File: src/design/misrc_pkg.sv
/*
 * constants, types and decode functions for the coded-input sync and
 * request-rate controller.
 * assumes a single 100 MHz system clock and a layer II bit-rate index.
 */
`default_nettype none
package misrc_pkg;
	// system clock rate in kHz, the unit in which the crystal-mode divider counts
	localparam int SYS_CLK_KHZ = 100000;
	// apb register byte addresses
	localparam logic [7:0] ADDR_CTRL = 8'h00;
	localparam logic [7:0] ADDR_STATUS = 8'h04;
	// control field positions
	localparam int CTRL_INSEL_LO = 0;
	localparam int CTRL_INSEL_HI = 1;
	localparam int CTRL_MDIS = 2;
	localparam int CTRL_SEN = 3;
	// sticky status flag positions, write one to clear
	localparam int STAT_FREE_REJ = 9;
	localparam int STAT_OVERRUN = 10;
	// reset values, highest and free-format rate indices
	localparam logic [1:0] INSEL_RESET = 2'h0;
	localparam logic [3:0] RATE_IDX_RESET = 4'hE;
	localparam logic [3:0] RATE_IDX_MAX = 4'hE;
	localparam logic [3:0] RATE_IDX_FREE = 4'h0;
	// sample rate selections
	localparam logic [1:0] FS_44K1 = 2'h0;
	localparam logic [1:0] FS_48K = 2'h1;
	localparam logic [1:0] FS_32K = 2'h2;
	// assumed sample rate in 100 Hz units when timed by the sample-rate clock
	localparam int FS_ASSUMED_X100 = 441;
	localparam int RATIO_LOW = 256;
	localparam int RATIO_HIGH = 384;
	// longest layer II frame in bits, the most a search may skip
	localparam int MAX_FRAME_BITS = 13824;
	// cycles after reset release before straps are captured
	localparam logic [1:0] STRAP_SETTLE = 2'h3;
	// last bit-clock count of a word-select half period (32 bit clocks)
	localparam logic [4:0] WS_SCK_LAST = 5'h1F;

	typedef enum logic [1:0] {
		SYNC_SEARCH = 2'b00,
		SYNC_VERIFY = 2'b01,
		SYNC_LOCKED = 2'b10
	} misrc_sync_t;

	// layer II bit rate in kbit/s, zero for free format and the forbidden index
	function automatic logic [8:0] misrcKbps(input logic [3:0] idx);
		logic [8:0] k;
		k = 9'h000;
		case (idx)
			4'h1: k = 9'd32;
			4'h2: k = 9'd48;
			4'h3: k = 9'd56;
			4'h4: k = 9'd64;
			4'h5: k = 9'd80;
			4'h6: k = 9'd96;
			4'h7: k = 9'd112;
			4'h8: k = 9'd128;
			4'h9: k = 9'd160;
			4'hA: k = 9'd192;
			4'hB: k = 9'd224;
			4'hC: k = 9'd256;
			4'hD: k = 9'd320;
			4'hE: k = 9'd384;
			default: k = 9'h000;
		endcase
		return k;
	endfunction: misrcKbps

	// muted verification frames needed before output is released
	function automatic logic [1:0] misrcMutedFrames(input logic freeFmt, input logic crc);
		return freeFmt ? (crc ? 2'h1 : 2'h2) : (crc ? 2'h0 : 2'h1);
	endfunction: misrcMutedFrames

	// source edges per half bit-clock period (bit clock is 64 fs)
	function automatic logic [2:0] misrcSckHalf(input logic m0, input logic [1:0] fs,
		input logic ratio);
		if (m0)
			return (fs == FS_32K) ? 3'h6 : 3'h4;
		return ratio ? 3'h3 : 3'h2;
	endfunction: misrcSckHalf
endpackage: misrc_pkg
`default_nettype wire

File: src/design/misrc_pin_sync.sv
/*
 * two-flop synchronisers with a rising-edge pulse for asynchronous pins.
 * assumes pins change no faster than half the system clock rate.
 */
`timescale 1ns/10ps
`default_nettype none
module misrc_pin_sync
	import misrc_pkg::*;
#(
	parameter int W = 8
)
(
	input wire logic sys_clk,
	input wire logic rstn,
	input wire logic [W-1:0] pinIn,
	output logic [W-1:0] level,
	output logic [W-1:0] rise
);
	logic [W-1:0] meta_r;
	logic [W-1:0] level_r;
	logic [W-1:0] prev_r;

	////////////////////////////////////////////////////////////////////////////
	genvar i;
	generate
		for (i = 0; i < W; i++)
		begin : gBit
			// first flop feeds only the second; edges use the settled copy
			always_ff @(posedge sys_clk or negedge rstn)
			begin
				if (!rstn)
				begin
					meta_r[i] <= 1'b0;
					level_r[i] <= 1'b0;
					prev_r[i] <= 1'b0;
				end
				else
				begin
					meta_r[i] <= pinIn[i];
					level_r[i] <= meta_r[i];
					prev_r[i] <= level_r[i];
				end
			end
		end
	endgenerate

	// outputs
	assign level = level_r;
	assign rise = level_r & ~prev_r;
endmodule: misrc_pin_sync
`default_nettype wire

File: src/design/misrc_rate_div.sv
/*
 * fractional request-rate divider: adds a step on each tick and emits a
 * one-cycle pulse each time the sum passes the limit.
 * assumes step is below limit and that reload clears the phase.
 */
`timescale 1ns/10ps
`default_nettype none
module misrc_rate_div
	import misrc_pkg::*;
(
	input wire logic sys_clk,
	input wire logic rstn,
	input wire logic run,
	input wire logic reload,
	input wire logic tick,
	input wire logic [11:0] step,
	input wire logic [17:0] limit,
	output logic pulse
);
	logic [17:0] acc_r;
	logic [17:0] acc_nxt;
	logic pulse_r;
	logic pulse_nxt;
	logic [18:0] sum;

	////////////////////////////////////////////////////////////////////////////
	// accumulate; remainder is kept so the average rate is exact
	always_comb
	begin
		sum = {1'b0, acc_r} + {7'h00, step};
		acc_nxt = acc_r;
		pulse_nxt = 1'b0;
		if (!run || reload)
			acc_nxt = 18'h00000;
		else if (tick)
		begin
			if (sum >= {1'b0, limit})
			begin
				acc_nxt = 18'(sum - {1'b0, limit});
				pulse_nxt = 1'b1;
			end
			else
				acc_nxt = sum[17:0];
		end
	end

	always_ff @(posedge sys_clk or negedge rstn)
	begin
		if (!rstn)
		begin
			acc_r <= 18'h00000;
			pulse_r <= 1'b0;
		end
		else
		begin
			acc_r <= acc_nxt;
			pulse_r <= pulse_nxt;
		end
	end

	assign pulse = pulse_r;
endmodule: misrc_rate_div
`default_nettype wire

File: src/design/misrc_top.sv
/*
 * clock outputs, frame sync acquisition and master-input request rate for
 * a layer I/II audio decoder, with control over an apb slave.
 * assumes clock and strap pins are asynchronous and the frame parser runs
 * on sys_clk and supplies detect, false, frame-done and header fields.
 */
`timescale 1ns/10ps
`default_nettype none
module misrc_top
	import misrc_pkg::*;
(
	input wire logic sys_clk,
	input wire logic rstn,
	input wire logic psel,
	input wire logic penable,
	input wire logic pwrite,
	input wire logic [7:0] paddr,
	input wire logic [31:0] pwdata,
	output logic [31:0] prdata,
	output logic pready,
	output logic pslverr,
	input wire logic masterClockIn,
	input wire logic crystal44k1ClockIn,
	input wire logic sampleRateClockIn,
	input wire logic masterClockFreqSelect,
	input wire logic sampleClockRatioSelect,
	input wire logic sampleClockSourceSelect,
	input wire logic stopDecode,
	input wire logic unreliableData,
	input wire logic codedBitStrobe,
	input wire logic syncDetect,
	input wire logic syncFalse,
	input wire logic frameDone,
	input wire logic freeFormat,
	input wire logic crcActive,
	input wire logic [3:0] decodedRateIdx,
	input wire logic [1:0] decodedFsIdx,
	output logic masterClockOut,
	output logic masterClockOutOeN,
	output logic sampleRateClockOut,
	output logic sampleRateClockOutOeN,
	output logic i2sSck,
	output logic i2sWs,
	output logic masterDataRequest,
	output logic subbandMute,
	output logic basebandMute,
	output logic strapError
);
	logic [7:0] pinLvl, pinRise;
	logic [1:0] inputSel_r, inputSel_nxt;
	logic mclkDis_r, mclkDis_nxt, sclkEn_r, sclkEn_nxt;
	logic [1:0] flags_r, flags_nxt;
	logic [31:0] prdata_r, prdata_nxt;
	logic [1:0] strapCnt_r, strapCnt_nxt;
	logic freqSel_r, freqSel_nxt, ratioSel_r, ratioSel_nxt, srcSel_r, srcSel_nxt;
	misrc_sync_t state_r, state_nxt;
	logic [1:0] frameCnt_r, frameCnt_nxt, need_r, need_nxt;
	logic [13:0] searchBits_r, searchBits_nxt;
	logic seenData_r, seenData_nxt, masterPrev_r;
	logic [3:0] rateIdx_r, rateIdx_nxt;
	logic [1:0] fsSel_r, fsSel_nxt;
	logic reload_r;
	logic [2:0] sckCnt_r, sckCnt_nxt;
	logic [4:0] wsCnt_r, wsCnt_nxt;
	logic sck_r, sck_nxt, ws_r, ws_nxt;
	logic [1:0] genCnt_r, genCnt_nxt;
	logic genAlt_r, genAlt_nxt, gen_r, gen_nxt, mOut_r, sOut_r;
	logic apbWr, apbAcc, addrHit, masterSel, m0, stopLvl, lossNow, lockNow;
	logic freeHit, overrunHit, rateOk, srcEdge, reqPulse;
	logic [1:0] genLim;
	logic [8:0] kbps;

	////////////////////////////////////////////////////////////////////////////
	// pins from outside the clock domain pass two flops first
	misrc_pin_sync #(.W(8)) uPins (
		.sys_clk(sys_clk),
		.rstn(rstn),
		.pinIn({unreliableData, stopDecode, sampleClockSourceSelect,
			sampleClockRatioSelect, masterClockFreqSelect, sampleRateClockIn,
			crystal44k1ClockIn, masterClockIn}),
		.level(pinLvl),
		.rise(pinRise)
	);

	assign masterSel = ~inputSel_r[CTRL_INSEL_HI];
	assign m0 = masterSel & ~srcSel_r;
	assign stopLvl = pinLvl[6];

	////////////////////////////////////////////////////////////////////////////
	// apb slave: zero wait states, read data registered in the setup cycle
	assign apbAcc = psel & penable;
	assign apbWr = apbAcc & pwrite;
	assign addrHit = (paddr == ADDR_CTRL) || (paddr == ADDR_STATUS);
	assign pready = 1'b1;
	assign pslverr = apbAcc & ~addrHit;
	assign prdata = prdata_r;

	always_comb
	begin
		inputSel_nxt = inputSel_r;
		mclkDis_nxt = mclkDis_r;
		sclkEn_nxt = sclkEn_r;
		flags_nxt = flags_r;
		prdata_nxt = prdata_r;
		if (apbWr && paddr == ADDR_CTRL)
		begin
			inputSel_nxt = pwdata[CTRL_INSEL_HI:CTRL_INSEL_LO];
			mclkDis_nxt = pwdata[CTRL_MDIS];
			sclkEn_nxt = pwdata[CTRL_SEN];
		end
		if (apbWr && paddr == ADDR_STATUS)
			flags_nxt = flags_r & ~pwdata[STAT_OVERRUN:STAT_FREE_REJ];
		// a new event in the clear cycle survives
		flags_nxt = flags_nxt | {overrunHit, freeHit};
		if (psel && !penable)
		begin
			if (paddr == ADDR_CTRL)
				prdata_nxt = {28'h0000000, sclkEn_r, mclkDis_r, inputSel_r};
			else if (paddr == ADDR_STATUS)
				prdata_nxt = {21'h000000, flags_r, strapError, fsSel_r, rateIdx_r, state_r};
			else
				prdata_nxt = 32'h00000000;
		end
	end

	always_ff @(posedge sys_clk or negedge rstn)
	begin
		if (!rstn)
		begin
			inputSel_r <= INSEL_RESET;
			mclkDis_r <= 1'b0;
			sclkEn_r <= 1'b0;
			flags_r <= 2'h0;
			prdata_r <= 32'h00000000;
		end
		else
		begin
			inputSel_r <= inputSel_nxt;
			mclkDis_r <= mclkDis_nxt;
			sclkEn_r <= sclkEn_nxt;
			flags_r <= flags_nxt;
			prdata_r <= prdata_nxt;
		end
	end

	////////////////////////////////////////////////////////////////////////////
	// straps are caught once the synchronisers have settled after release
	always_comb
	begin
		strapCnt_nxt = strapCnt_r;
		freqSel_nxt = freqSel_r;
		ratioSel_nxt = ratioSel_r;
		srcSel_nxt = srcSel_r;
		if (strapCnt_r != STRAP_SETTLE)
		begin
			strapCnt_nxt = 2'(strapCnt_r + 2'h1);
			freqSel_nxt = pinLvl[3];
			ratioSel_nxt = pinLvl[4];
			srcSel_nxt = pinLvl[5];
		end
	end

	always_ff @(posedge sys_clk or negedge rstn)
	begin
		if (!rstn)
		begin
			strapCnt_r <= 2'h0;
			freqSel_r <= 1'b1;
			ratioSel_r <= 1'b0;
			srcSel_r <= 1'b0;
		end
		else
		begin
			strapCnt_r <= strapCnt_nxt;
			freqSel_r <= freqSel_nxt;
			ratioSel_r <= ratioSel_nxt;
			srcSel_r <= srcSel_nxt;
		end
	end

	// crystal master mode needs the fast master clock and the low ratio
	assign strapError = m0 & (~freqSel_r | ratioSel_r);

	////////////////////////////////////////////////////////////////////////////
	// frame sync acquisition; stop, unreliable data or an input swap drop sync
	assign lossNow = stopLvl | pinLvl[7] | (masterSel != masterPrev_r);
	assign lockNow = (state_r == SYNC_VERIFY) && !syncFalse && !lossNow &&
		(frameCnt_r >= need_r);
	assign freeHit = (state_r == SYNC_SEARCH) && seenData_r && syncDetect &&
		masterSel && freeFormat;
	assign overrunHit = (state_r == SYNC_SEARCH) &&
		(searchBits_r == 14'(MAX_FRAME_BITS));

	always_comb
	begin
		state_nxt = state_r;
		frameCnt_nxt = frameCnt_r;
		need_nxt = need_r;
		searchBits_nxt = searchBits_r;
		seenData_nxt = seenData_r | codedBitStrobe;
		if (lossNow)
		begin
			state_nxt = SYNC_SEARCH;
			searchBits_nxt = 14'h0000;
		end
		else
		begin
			unique case (state_r)
				SYNC_SEARCH:
				begin
					// search starts once coded data flows
					if (seenData_r && syncDetect && !freeHit)
					begin
						state_nxt = SYNC_VERIFY;
						frameCnt_nxt = 2'h0;
						need_nxt = misrcMutedFrames(freeFormat, crcActive);
					end
					else if (overrunHit)
						searchBits_nxt = 14'h0000;
					else if (codedBitStrobe)
						searchBits_nxt = 14'(searchBits_r + 14'h0001);
				end
				SYNC_VERIFY:
				begin
					if (syncFalse)
					begin
						state_nxt = SYNC_SEARCH;
						searchBits_nxt = 14'h0000;
					end
					else if (lockNow)
						state_nxt = SYNC_LOCKED;
					else if (frameDone)
						frameCnt_nxt = 2'(frameCnt_r + 2'h1);
				end
				SYNC_LOCKED:
				begin
					if (syncFalse)
					begin
						state_nxt = SYNC_SEARCH;
						searchBits_nxt = 14'h0000;
					end
				end
				default: state_nxt = SYNC_SEARCH;
			endcase
		end
	end

	always_ff @(posedge sys_clk or negedge rstn)
	begin
		if (!rstn)
		begin
			state_r <= SYNC_SEARCH;
			frameCnt_r <= 2'h0;
			need_r <= 2'h0;
			searchBits_r <= 14'h0000;
			seenData_r <= 1'b0;
			masterPrev_r <= 1'b1;
		end
		else
		begin
			state_r <= state_nxt;
			frameCnt_r <= frameCnt_nxt;
			need_r <= need_nxt;
			searchBits_r <= searchBits_nxt;
			seenData_r <= seenData_nxt;
			masterPrev_r <= masterSel;
		end
	end

	// audio stays muted until sync is confirmed
	assign subbandMute = (state_r != SYNC_LOCKED);
	assign basebandMute = (state_r != SYNC_LOCKED);

	////////////////////////////////////////////////////////////////////////////
	// request rate and sample rate only move at lock on the master input;
	// in slave mode both registers simply hold, which is the memory
	assign rateOk = (decodedRateIdx != RATE_IDX_FREE) && (decodedRateIdx <= RATE_IDX_MAX);

	always_comb
	begin
		rateIdx_nxt = rateIdx_r;
		fsSel_nxt = fsSel_r;
		if (lockNow && masterSel && rateOk)
			rateIdx_nxt = decodedRateIdx;
		if (lockNow && m0 && decodedFsIdx != 2'h3)
			fsSel_nxt = decodedFsIdx;
	end

	always_ff @(posedge sys_clk or negedge rstn)
	begin
		if (!rstn)
		begin
			rateIdx_r <= RATE_IDX_RESET;
			fsSel_r <= FS_44K1;
			reload_r <= 1'b1;
		end
		else
		begin
			rateIdx_r <= rateIdx_nxt;
			fsSel_r <= fsSel_nxt;
			reload_r <= (rateIdx_nxt != rateIdx_r);
		end
	end

	// crystal mode counts system cycles; the sample-clock mode counts its edges
	// against an assumed 44.1 kHz, so the real rate scales with that clock
	assign kbps = misrcKbps(rateIdx_r);

	misrc_rate_div uDiv (
		.sys_clk(sys_clk),
		.rstn(rstn),
		.run(masterSel & ~stopLvl),
		.reload(reload_r),
		.tick(srcSel_r ? pinRise[2] : 1'b1),
		.step(srcSel_r ? 12'(kbps * 10) : {3'h0, kbps}),
		.limit(srcSel_r ? (ratioSel_r ? 18'(RATIO_HIGH * FS_ASSUMED_X100) :
			18'(RATIO_LOW * FS_ASSUMED_X100)) : 18'(SYS_CLK_KHZ)),
		.pulse(reqPulse)
	);

	assign masterDataRequest = reqPulse & masterSel & ~stopLvl;

	////////////////////////////////////////////////////////////////////////////
	// i2s clocks and generated 256 fs clock from the selected source edges;
	// outputs are resampled copies, so edges jitter by one system cycle
	assign srcEdge = m0 ? ((fsSel_r == FS_44K1) ? pinRise[1] : pinRise[0]) :
		pinRise[2];
	assign genLim = ((fsSel_r == FS_32K) && genAlt_r) ? 2'h2 : 2'h1;

	always_comb
	begin
		sckCnt_nxt = sckCnt_r;
		sck_nxt = sck_r;
		wsCnt_nxt = wsCnt_r;
		ws_nxt = ws_r;
		genCnt_nxt = genCnt_r;
		genAlt_nxt = genAlt_r;
		gen_nxt = gen_r;
		if (srcEdge)
		begin
			sckCnt_nxt = 3'(sckCnt_r + 3'h1);
			if (sckCnt_nxt >= misrcSckHalf(m0, fsSel_r, ratioSel_r))
			begin
				sckCnt_nxt = 3'h0;
				sck_nxt = ~sck_r;
				// word select moves on the falling bit-clock edge
				if (sck_r)
				begin
					wsCnt_nxt = 5'(wsCnt_r + 5'h01);
					if (wsCnt_r == WS_SCK_LAST)
						ws_nxt = ~ws_r;
				end
			end
			// 768 fs source: alternate one and two edges for 256 fs on average
			genCnt_nxt = 2'(genCnt_r + 2'h1);
			if (genCnt_nxt >= genLim)
			begin
				genCnt_nxt = 2'h0;
				gen_nxt = ~gen_r;
				genAlt_nxt = ~genAlt_r;
			end
		end
	end

	always_ff @(posedge sys_clk or negedge rstn)
	begin
		if (!rstn)
		begin
			sckCnt_r <= 3'h0;
			sck_r <= 1'b0;
			wsCnt_r <= 5'h00;
			ws_r <= 1'b0;
			genCnt_r <= 2'h0;
			genAlt_r <= 1'b0;
			gen_r <= 1'b0;
			mOut_r <= 1'b0;
			sOut_r <= 1'b0;
		end
		else
		begin
			sckCnt_r <= sckCnt_nxt;
			sck_r <= sck_nxt;
			wsCnt_r <= wsCnt_nxt;
			ws_r <= ws_nxt;
			genCnt_r <= genCnt_nxt;
			genAlt_r <= genAlt_nxt;
			gen_r <= gen_nxt;
			mOut_r <= pinLvl[0];
			sOut_r <= m0 ? gen_r : pinLvl[2];
		end
	end

	assign i2sSck = sck_r;
	assign i2sWs = ws_r;
	assign masterClockOut = mOut_r;
	assign masterClockOutOeN = mclkDis_r;
	assign sampleRateClockOut = sOut_r;
	assign sampleRateClockOutOeN = ~sclkEn_r;
endmodule: misrc_top
`default_nettype wire

File: config.mk
export PLATFORM = sky130hd
export DESIGN_NAME = misrc_top
export DESIGN_NICKNAME = d
export VERILOG_FILES = /design/src/design/misrc_pkg.sv /design/src/design/misrc_pin_sync.sv /design/src/design/misrc_rate_div.sv /design/src/design/misrc_top.sv
export SDC_FILE = /design/constraint.sdc
export NUM_CORES = 1
export LEC_CHECK = 0
export ABC_CLOCK_PERIOD_IN_PS = 8400
export BUFFER_PORTS_ARGS = -buffer_cell sky130_fd_sc_hd__buf_2
export CAP_MARGIN = 25
export CORE_MARGIN = 2
export CORE_UTILIZATION = 45
export CTS_CLUSTER_SIZE = 24
export DETAILED_ROUTE_END_ITERATION = 12
export HOLD_SLACK_MARGIN = 0.06
export PLACE_DENSITY_LB_ADDON = 0.1
export REMOVE_ABC_BUFFERS = 1
export SLEW_MARGIN = 25
export SYNTH_ARGS = -nofsm -noshare
export SYNTH_HDL_FRONTEND = slang
export SYNTH_SLANG_ARGS = --single-unit
File: constraint.sdc
create_clock -name sys_clk -period 8.4 [get_ports sys_clk]
set_input_delay 1.68 -clock sys_clk [delete_from_list [all_inputs] [get_ports sys_clk]]
set_output_delay 1.68 -clock sys_clk [all_outputs]
set_load 0.05 [all_outputs]
==> results.py, run 1 <==
metrics = {
    "run_status": {
        "status": "completed",
    },
    "synthesis": {
        "syn-mean-instance-area_um2": 9.69,
        "synth-edff-count": 0,
        "syn_area_um2": 6150,
        "postSynthCellCount": 634,
        "synth_top_area_share_pct": 38.7,
        "synth.yosys.seq_area_share_pct": 41.2,
        "ys_types": 65,
        "synthTopCellsByArea": "dfrtp_1, ha_1, nand2_1, xnor2_1, a21oi_1",
        "synthFlopType": "dfrtp_1",
        "yosys_warnings": 0,
        "synth_seq_cells": 101,
        "yosys.area.top_type": "dfrtp_1",
        "async_flop_share_pct": 100,
    },
    "clocking": {
        "clockBufferDepth": 2,
        "cts.sinks": 101,
        "clk_pin_slew_ns": 0.08,
        "insertion_delay_ns": 0.35,
        "clockRootBuffer": "clkbuf_16",
        "post_cts_resize_count": 0,
        "cts_setup_buffers": 0,
        "numCtsBuffers": 9,
        "h-tree-depth": 3,
        "cts_hold_buf": 0,
        "cts_tree": "built",
    },
    "worst_setup_path": {
        "start_kind": "flop",
        "crit_buf_inv": 0,
        "max_stage_delay_ns": 0.65,
        "slowest_stage": "dfstp_2",
        "cp_common_cell": "ha_1",
        "critPathMaxFanout": 10,
        "critPathCaptureType": "flop",
        "arrival_ns": 6.19,
        "critical_path_class": "reg2reg",
        "crit_path_cell_trace": "nand2b_1, o21ai_0, ha_1, ha_1, fa_1, a21o_1, a21oi_1, xnor2_1, and2_1, ha_1, a21oi_1, a21boi_1, xnor2_1, ha_1, nand3_1, nor4b_1, o211ai_2, and2_1, a2111oi_2, o211ai_1",
        "crit_required_ns": 8.63,
        "critPathTopFamily": "compound AO/OA/AOI/OAI gates",
        "crit_path_start": "rateIdx_r[1]",
        "reg2reg_from": "rateIdx_r[1]",
    },
    "min_path": {
        "worstHoldStart": "uPins.meta_r[0]",
        "hp-class": "reg2reg",
    },
    "grt": {
        "grt.overflow.total": 0,
        "grt_max_degree": 59,
        "grt_pass1_vias": 4638,
        "grt_pass1_wl_um": 22400,
        "antenna_found_initial": 0,
        "grt_usage_pct": 19.4,
    },
    "timing": {
        "max_freq_ghz": 0.168,
        "tns_ns": 0,
        "slew_headroom_pct": 46.9,
        "setup_viol": 0,
        "hold_viol": 0,
        "rsz0062_at_grt": "false",
        "fin_worst_skew_ns": 0.00783,
        "period_minus_slack_ns": 5.97,
        "slew_violations": 0,
        "worstMarginPinSlew_ns": 0.791,
        "holdWs_ns": 0.354,
        "fin_crit_sh_pct": 71.0,
    },
    "routing": {
        "avgViaCountPerCell": 5.32,
        "drt-total-wl_um": 13200,
        "drt_iter0_markers": 206,
        "post_drt_wl_per_cell_um": 15.2,
        "antenna_left": 0,
        "vias": 4626,
        "drc": 0,
        "first_pass_iters": 5,
    },
    "place": {
        "place.port_buffers": 60,
        "dpl.hpwl_um": 10100,
        "place_congestion": 0.869,
    },
    "die": {
        "dieWidth_um": 121,
        "ios": 109,
        "coreArea_um2": 13300,
        "fp.dieArea_um2": 14600,
        "std_cell_rows": 42,
        "start_util_pct": 46.2,
        "die_h_um": 121,
    },
    "pwr": {
        "irDropWorstVdd_v": 0.000155,
        "p_leak_uw": 0.00323,
        "powerDensity_nw_per_um2": 360,
    },
    "final_layout": {
        "fin_nets": 800,
        "areaGrowthSynthToFinish_pct": 11.3,
        "diodes": 0,
        "layout-drive-gt1-share_pct": 17.2,
        "final_util_pct": 51.4,
    },
    "run": {
        "cap_violations": 0,
    },
}
## cells by family (layout without fill, tap and decap cells)
family	count (synthesis)	in the layout	synth area share [%]
DFF	101	101	41.2
buffers and inverters	71	110	6.01
AOI/OAI and AO/OA	138	138	15.0
and+or+nand+nor	195	195	15.2
muxes	31	31	5.70
adders and majority gates	47	47	9.81
xor gates and xnor gates	49	49	6.98
other	2	22	0.122
## placed cells by master, fill, tap and decap left out, types with 13 or more instances in the layout
cell / n
dfrtp_1: 95
nand2_1: 69
buf_2: 59
ha_1: 45
nor2_1: 42
a21oi_1: 41
inv_1: 30
o21ai_0: 30
xnor2_1: 29
conb_1: 22
xor2_1: 20
mux2_2: 18
nand2b_1: 13
nand3_1: 13
## worst paths after layout
check / to / depth (start not counted) / slack (ns)
min: uPins.level[0] / 0 / 0.35
max in group asynchronous: uDiv.acc_r[10] / 2 / 5.95
max reg2reg: uDiv.acc_r[14] / 20 / 2.43
max: uDiv.acc_r[14] / 20 / 2.43
min in group asynchronous: frameCnt_r[0] / 1 / 1.30
min reg2reg: uPins.level[0] / 0 / 0.35
## final cells by class
type	instances	area (um2)
fillers	1238	6460
multi-input cells	482	3320
flip-flops and latches	101	2530
repair buffers	64	333
clock buffers	9	225
well taps	176	220
inverters	30	113
clock inverters	7	95.1
## power breakdown
part           switching, uW  total [uW]  leakage (uW)  internal (uW)
Clock                    203         444      0.000158            241
Combinational            781        1370       0.00179            587
Sequential              82.9         652       0.00128            569
Total                   1070        2460       0.00323           1400
## through the flow
stage	setup slack [ns]	power (uW)	cell area [um2]	cells
after floorplan	3.25	1730	5960	613
after global placement	2.55	1990	6520	853
after detailed placement	2.44	2020	6520	853
after CTS	2.41	2480	6840	869
after global routing	1.99	2680	6840	869
final	2.43	2460	6840	869
## sequential cells by signal (all words and copies together) (netlist names), 2 cells and up
name / cells
searchBits_r: 14
frameCnt_r: 2
flags_r: 2
state_r: 2
uPins.prev_r: 3
rateIdx_r: 4
need_r: 2
fsSel_r: 2
uPins.meta_r: 8
inputSel_r: 2
uDiv.acc_r: 15
uPins.level: 8
prdata: 11
sckCnt_r: 3
wsCnt_r: 5
genCnt_r: 2
strapCnt_r: 2
## per-layer routing
metal | GRT usage, % | up-vias | wire [um]
li1 | - | 2292 | -
met1 | 26.7 | 2249 | 6370
met2 | 31.4 | 72 | 6250
met3 | 3.38 | 13 | 405
met4 | 5.60 | 0 | 165
met5 | 0 | - | 0
## synth_stat cells (8+ instances only)
cell,n
xnor2_1,29
nor2_1,42
nand2_1,69
inv_1,30
a21o_1,11
buf_4,23
clkbuf_1,14
dfrtp_1,95
xor2_1,20
o21ai_0,30
nand2b_1,13
mux2_2,18
nand4_1,8
a22o_1,9
a21oi_1,41
nand3_1,13
mux2i_1,11
ha_1,45
nor3_1,11
Power figures use the tool's default switching activity.
==> run 2, diff against run 1 <==
ABC_CLOCK_PERIOD_IN_PS = 4900   (was 8400)
clock period = 4.9 ns   (was 8.4 ns; I/O delays follow)
==> run 2 against run 1 <==
  * The run now ends with negative setup slack left
  * Hold slack got worse by 0.0041 ns
  * Cell count is 9.1% higher
  * Wire length increased by 9.2%
  * Critical path depth increased by 6
  * Flip-flop and latch count did not move
  * Combinational power grew to 2.6 times the previous value
  * Critical endpoint unchanged
==> results.py, run 2 (same netlist as run 1, synthesis figures left out) <==
metrics = {
    "die": {
        "start_util_pct": 46.2,
        "ios": 109,
        "coreArea_um2": 13300,
        "std_cell_rows": 42,
        "die_h_um": 121,
        "dieWidth_um": 121,
        "fp.dieArea_um2": 14600,
    },
    "run_status": {
        "status": "finished with violations",
        "violations": "negative setup slack",
    },
    "final_layout": {
        "layout-drive-gt1-share_pct": 32.8,
        "largest-register": "uDiv.acc_r",
        "largest_reg_flops": 15,
        "final_util_pct": 59.3,
        "final_common_cell": "dfrtp_1",
        "diodes": 0,
        "final_cell_mix": "dfrtp_1, buf_4, nand2_1",
        "fin_nets": 879,
        "areaGrowthSynthToFinish_pct": 28.3,
    },
    "timing": {
        "setup_viol": 6,
        "max_freq_ghz": 0.201,
        "period_minus_slack_ns": 4.98,
        "slew_violations": 0,
        "worstMarginPinSlew_ns": 0.810,
        "fin_crit_sh_pct": 102,
        "slew_headroom_pct": 45.6,
        "tns_ns": -0.139,
        "rsz0062_at_grt": "true",
        "fin_worst_skew_ns": 0.00669,
        "hold_viol": 0,
        "holdWs_ns": 0.350,
        "worst_slack_ns": -0.0753,
    },
    "min_path": {
        "hp-class": "reg2reg",
    },
    "routing": {
        "first_pass_iters": 4,
        "drc": 0,
        "drt-total-wl_um": 14400,
        "avgViaCountPerCell": 5.25,
        "vias": 4974,
        "drt_iter0_markers": 195,
        "post_drt_wl_per_cell_um": 15.2,
        "antenna_left": 0,
    },
    "pwr": {
        "pwr-share-clk_pct": 14.5,
        "irDropWorstVdd_v": 0.000331,
        "combPwrFrac_pct": 65.6,
        "power.switching_uw": 2250,
        "power.total_uw": 5540,
        "p_leak_uw": 0.00374,
        "pwr-share-seq_pct": 19.9,
        "powerDensity_nw_per_um2": 702,
        "swShare_pct": 40.7,
        "power.internal_uw": 3290,
    },
    "clocking": {
        "numCtsBuffers": 9,
        "h-tree-depth": 3,
        "clk_pin_slew_ns": 0.07,
        "clockBufferDepth": 2,
        "cts.sinks": 101,
        "cts_tree": "built",
        "clockRootBuffer": "clkbuf_16",
        "insertion_delay_ns": 0.36,
        "cts_hold_buf": 0,
    },
    "grt": {
        "grt_usage_pct": 20.9,
        "grt_pass1_vias": 5001,
        "grt.overflow.total": 0,
        "grt_max_degree": 65,
        "antenna_found_initial": 0,
        "grt_pass1_wl_um": 24200,
    },
    "worst_setup_path": {
        "crit_required_ns": 5.12,
        "critPathCaptureType": "flop",
        "start_kind": "flop",
        "arrival_ns": 5.20,
        "critPathMaxFanout": 4,
        "critPathTopFamily": "compound AO/OA/AOI/OAI gates",
        "slowest_stage": "dfstp_2",
        "crit_buf_inv": 5,
        "critical_path_class": "reg2reg",
        "rrSetupSlack_ns": -0.08,
        "max_stage_delay_ns": 0.58,
    },
    "place": {
        "place.port_buffers": 60,
        "dpl.hpwl_um": 10700,
        "place_congestion": 0.839,
    },
    "run": {
        "cap_violations": 0,
    },
}
==> run 2: metrics by stage <==
step / setup slack, ns / cell area [um2] / std cells
finish: -0.0753 / 7890 / 948
global route: -0.302 / 7890 / 948
CTS: -0.0232 / 7720 / 947
detailed placement: -0.506 / 7040 / 922
global placement: -0.485 / 7040 / 922
floorplan: -0.249 / 5960 / 613
==> run 2: power by group through the flow <==
stage / clock [uW] / combinational [uW] / sequential (uW)
floorplan: 0 / 1860 / 1120
global placement: 0 / 2900 / 1100
detailed placement: 0 / 2960 / 1110
CTS: 827 / 3390 / 1100
global route: 862 / 3980 / 1120
finish: 806 / 3630 / 1100
==> run 2: area by class of cell <==
cell class / count / area (um2)
clock buffers: 10 / 239
clock inverters: 6 / 103
fillers: 1152 / 5410
inverters: 30 / 113
multi-input cells: 482 / 3720
flip-flops and latches: 101 / 2530
well taps: 176 / 220
repair buffers: 143 / 960
==> run 2: worst reg2reg max path: cells and delay by family, from the launching register on <==
| family | cells | cell delay [ns] |
|---|---|---|
| buf+inv | 5 | 0.54 |
| flops | 1 | 0.58 |
| xor+xnor | 1 | 0.16 |
| compound gates | 10 | 1.60 |
| fa+ha+maj | 5 | 1.18 |
| simple gates | 4 | 0.50 |
| mux | 1 | 0.29 |
==> run 2: worst paths after layout <==
kind	startpoint	to	cells after the start
worst max-delay path	rateIdx_r[1]	uDiv.acc_r[14]	26
worst min-delay path	uPins.meta_r[3]	uPins.level[3]	0
worst max register to register	rateIdx_r[1]	uDiv.acc_r[14]	26
worst min register to register	uPins.meta_r[3]	uPins.level[3]	0
max in group asynchronous	rstn	freqSel_r	2
min in group asynchronous	rstn	frameCnt_r[1]	1
==> run 2: what timing repair did <==
action | 4_1_cts | 5_1_grt
setup endpoints to repair | 14 | 14
setup buffers | 9 | 1
gates resized for setup | 57 | 26
pin swaps | 32 | 23
==> run 2: layer usage <==
metal,vias up,routed length (um),part of all wire [%],track usage (%)
li1,2456,-,-,-
met1,2408,6600,46,27.6
met2,100,7060,49,35.4
met3,10,609,4.2,4.61
met4,0,136,0.94,4.58
met5,-,0,0,0
==> run 3, diff against run 2 <==
CORE_UTILIZATION = 51   (was 45)
==> run 3 against run 2 <==
  * The flow still finishes with violations (negative setup slack)
  * Design area shrank 0.48%
  * Setup slack gained 0.027 ns
  * Wire length grew 0.92%
  * Non-clock buffer count grew 11
  * Clock power shrank 7.1%
  * Count of clock-buffer cells in the layout is the same
  * Utilization grew 6.9 points
  * Largest cell class unchanged
  * Largest power group unchanged
  * Register-to-register slack gained 0.03 ns
  * Critical endpoint unchanged
==> results.py, run 3 (same netlist as run 1, synthesis figures left out) <==
metrics = {
    "run_status": {
        "status": "finished with violations",
        "violations": "negative setup slack",
    },
    "grt": {
        "antenna_found_initial": 0,
        "grt_pass1_wl_um": 23900,
        "grt_max_degree": 71,
        "grt_usage_pct": 23.3,
        "grt.overflow.total": 0,
        "grt_pass1_vias": 4966,
    },
    "pwr": {
        "pwr-share-clk_pct": 13.8,
        "swShare_pct": 41.0,
        "combPwrFrac_pct": 65.7,
        "power.switching_uw": 2220,
        "power.internal_uw": 3190,
        "powerDensity_nw_per_um2": 689,
        "pwr-share-seq_pct": 20.4,
        "p_leak_uw": 0.00378,
        "irDropWorstVdd_v": 0.000293,
    },
    "die": {
        "dieWidth_um": 114,
        "ios": 109,
        "std_cell_rows": 40,
        "fp.dieArea_um2": 12900,
        "start_util_pct": 51.8,
        "coreArea_um2": 11900,
        "die_h_um": 114,
    },
    "worst_setup_path": {
        "slowest_stage": "dfstp_2",
        "critPathTopFamily": "compound AO/OA/AOI/OAI gates",
        "crit_required_ns": 5.13,
        "path_depth": 25,
        "max_stage_delay_ns": 0.61,
        "cp_common_cell": "a21oi_2",
        "arrival_ns": 5.18,
        "crit_buf_inv": 3,
        "critical_path_class": "reg2reg",
        "critPathCaptureType": "flop",
        "rrSetupSlack_ns": -0.05,
        "rr_worst_depth": 25,
        "critPathMaxFanout": 5,
        "start_kind": "flop",
    },
    "final_layout": {
        "layout-drive-gt1-share_pct": 32.8,
        "fin_nets": 891,
        "diodes": 0,
        "final_common_cell": "dfrtp_1",
        "largest-register": "uDiv.acc_r",
        "areaGrowthSynthToFinish_pct": 27.7,
        "largest_reg_flops": 15,
        "final_util_pct": 66.2,
        "design_area_um2": 7850,
        "num-fill-cells": 947,
        "final_cell_mix": "dfrtp_1, buf_4, nand2_1",
    },
    "timing": {
        "max_freq_ghz": 0.202,
        "worst_slack_ns": -0.0485,
        "hold_viol": 0,
        "fin_crit_sh_pct": 101,
        "rsz0062_at_grt": "true",
        "setup_viol": 3,
        "slew_violations": 0,
        "slew_headroom_pct": 41.8,
        "worstMarginPinSlew_ns": 0.873,
        "fin_worst_skew_ns": 0.00991,
        "period_minus_slack_ns": 4.95,
    },
    "place": {
        "place.port_buffers": 60,
        "place_congestion": 0.856,
        "dpl.hpwl_um": 10400,
        "dpl_cell_area_um2": 6980,
    },
    "clocking": {
        "insertion_delay_ns": 0.36,
        "clockRootBuffer": "clkbuf_16",
        "clockBufferDepth": 2,
        "cts.sinks": 101,
        "cts_tree": "built",
        "h-tree-depth": 3,
        "clk_pin_slew_ns": 0.08,
        "cts_hold_buf": 0,
        "numCtsBuffers": 9,
    },
    "routing": {
        "avgViaCountPerCell": 5.36,
        "drt_iter0_markers": 193,
        "first_pass_iters": 4,
        "vias": 4989,
        "drc": 0,
        "drt-total-wl_um": 14500,
        "post_drt_wl_per_cell_um": 15.6,
        "antenna_left": 0,
    },
    "min_path": {
        "hp-class": "reg2reg",
        "min_path_cells": 0,
    },
    "run": {
        "cap_violations": 0,
    },
}
## run 3: cell type report
| type | instances | area, um2 | area share, % |
|---|---|---|---|
| Multi-Input combinational cell | 483 | 3670 | 46.8 |
| Sequential cell | 101 | 2530 | 32.3 |
| Clock buffer | 10 | 239 | 3.04 |
| Clock inverter | 6 | 68.8 | 0.877 |
| Timing Repair Buffer | 154 | 1030 | 13.2 |
| Tap cell | 147 | 184 | 2.34 |
| Inverter | 30 | 113 | 1.43 |
## run 3: what timing repair did
item | in CTS | in global routing
cloned | 0 | 1
resized for setup | 35 | 42
pin swaps | 35 | 38
buffers inserted | 12 | 11
setup endpoints to repair | 14 | 14
## run 3: stage by stage
step,power [uW],hold WS (ns),cells,setup WS [ns],TNS (ns)
finish,5410,0.351,931,-0.0485,-0.0852
global route,5820,0.362,931,-0.250,-2.20
CTS,5080,0.352,919,-0.0696,-0.496
detailed placement,4020,0.336,891,-0.488,-5.47
global placement,3940,0.333,891,-0.483,-5.58
floorplan,2970,0.331,613,-0.249,-0.725
## run 3: metal layers
layer	routed length (um)	GRT usage, %
met1	6810	31.1
met2	7180	39.0
met3	278	3.45
met4	276	8.13
met5	0	0
## run 3: power by group through the flow
stage	registers, uW	logic, uW	clock network (uW)
4_1_cts	1100	3210	764
5_1_grt	1130	3890	801
6_report	1110	3550	749
2_1_floorplan	1120	1860	0
3_3_place_gp	1100	2830	0
3_5_place_dp	1110	2910	0
## run 3: worst paths after layout
check                                     start          endpoint
worst min-delay path            uPins.meta_r[6]    uPins.level[6]
worst max register to register     rateIdx_r[1]    uDiv.acc_r[14]
min in group asynchronous                  rstn         prdata[4]
max in group asynchronous                  rstn  searchBits_r[12]
worst min register to register  uPins.meta_r[6]    uPins.level[6]
worst max-delay path               rateIdx_r[1]    uDiv.acc_r[14]
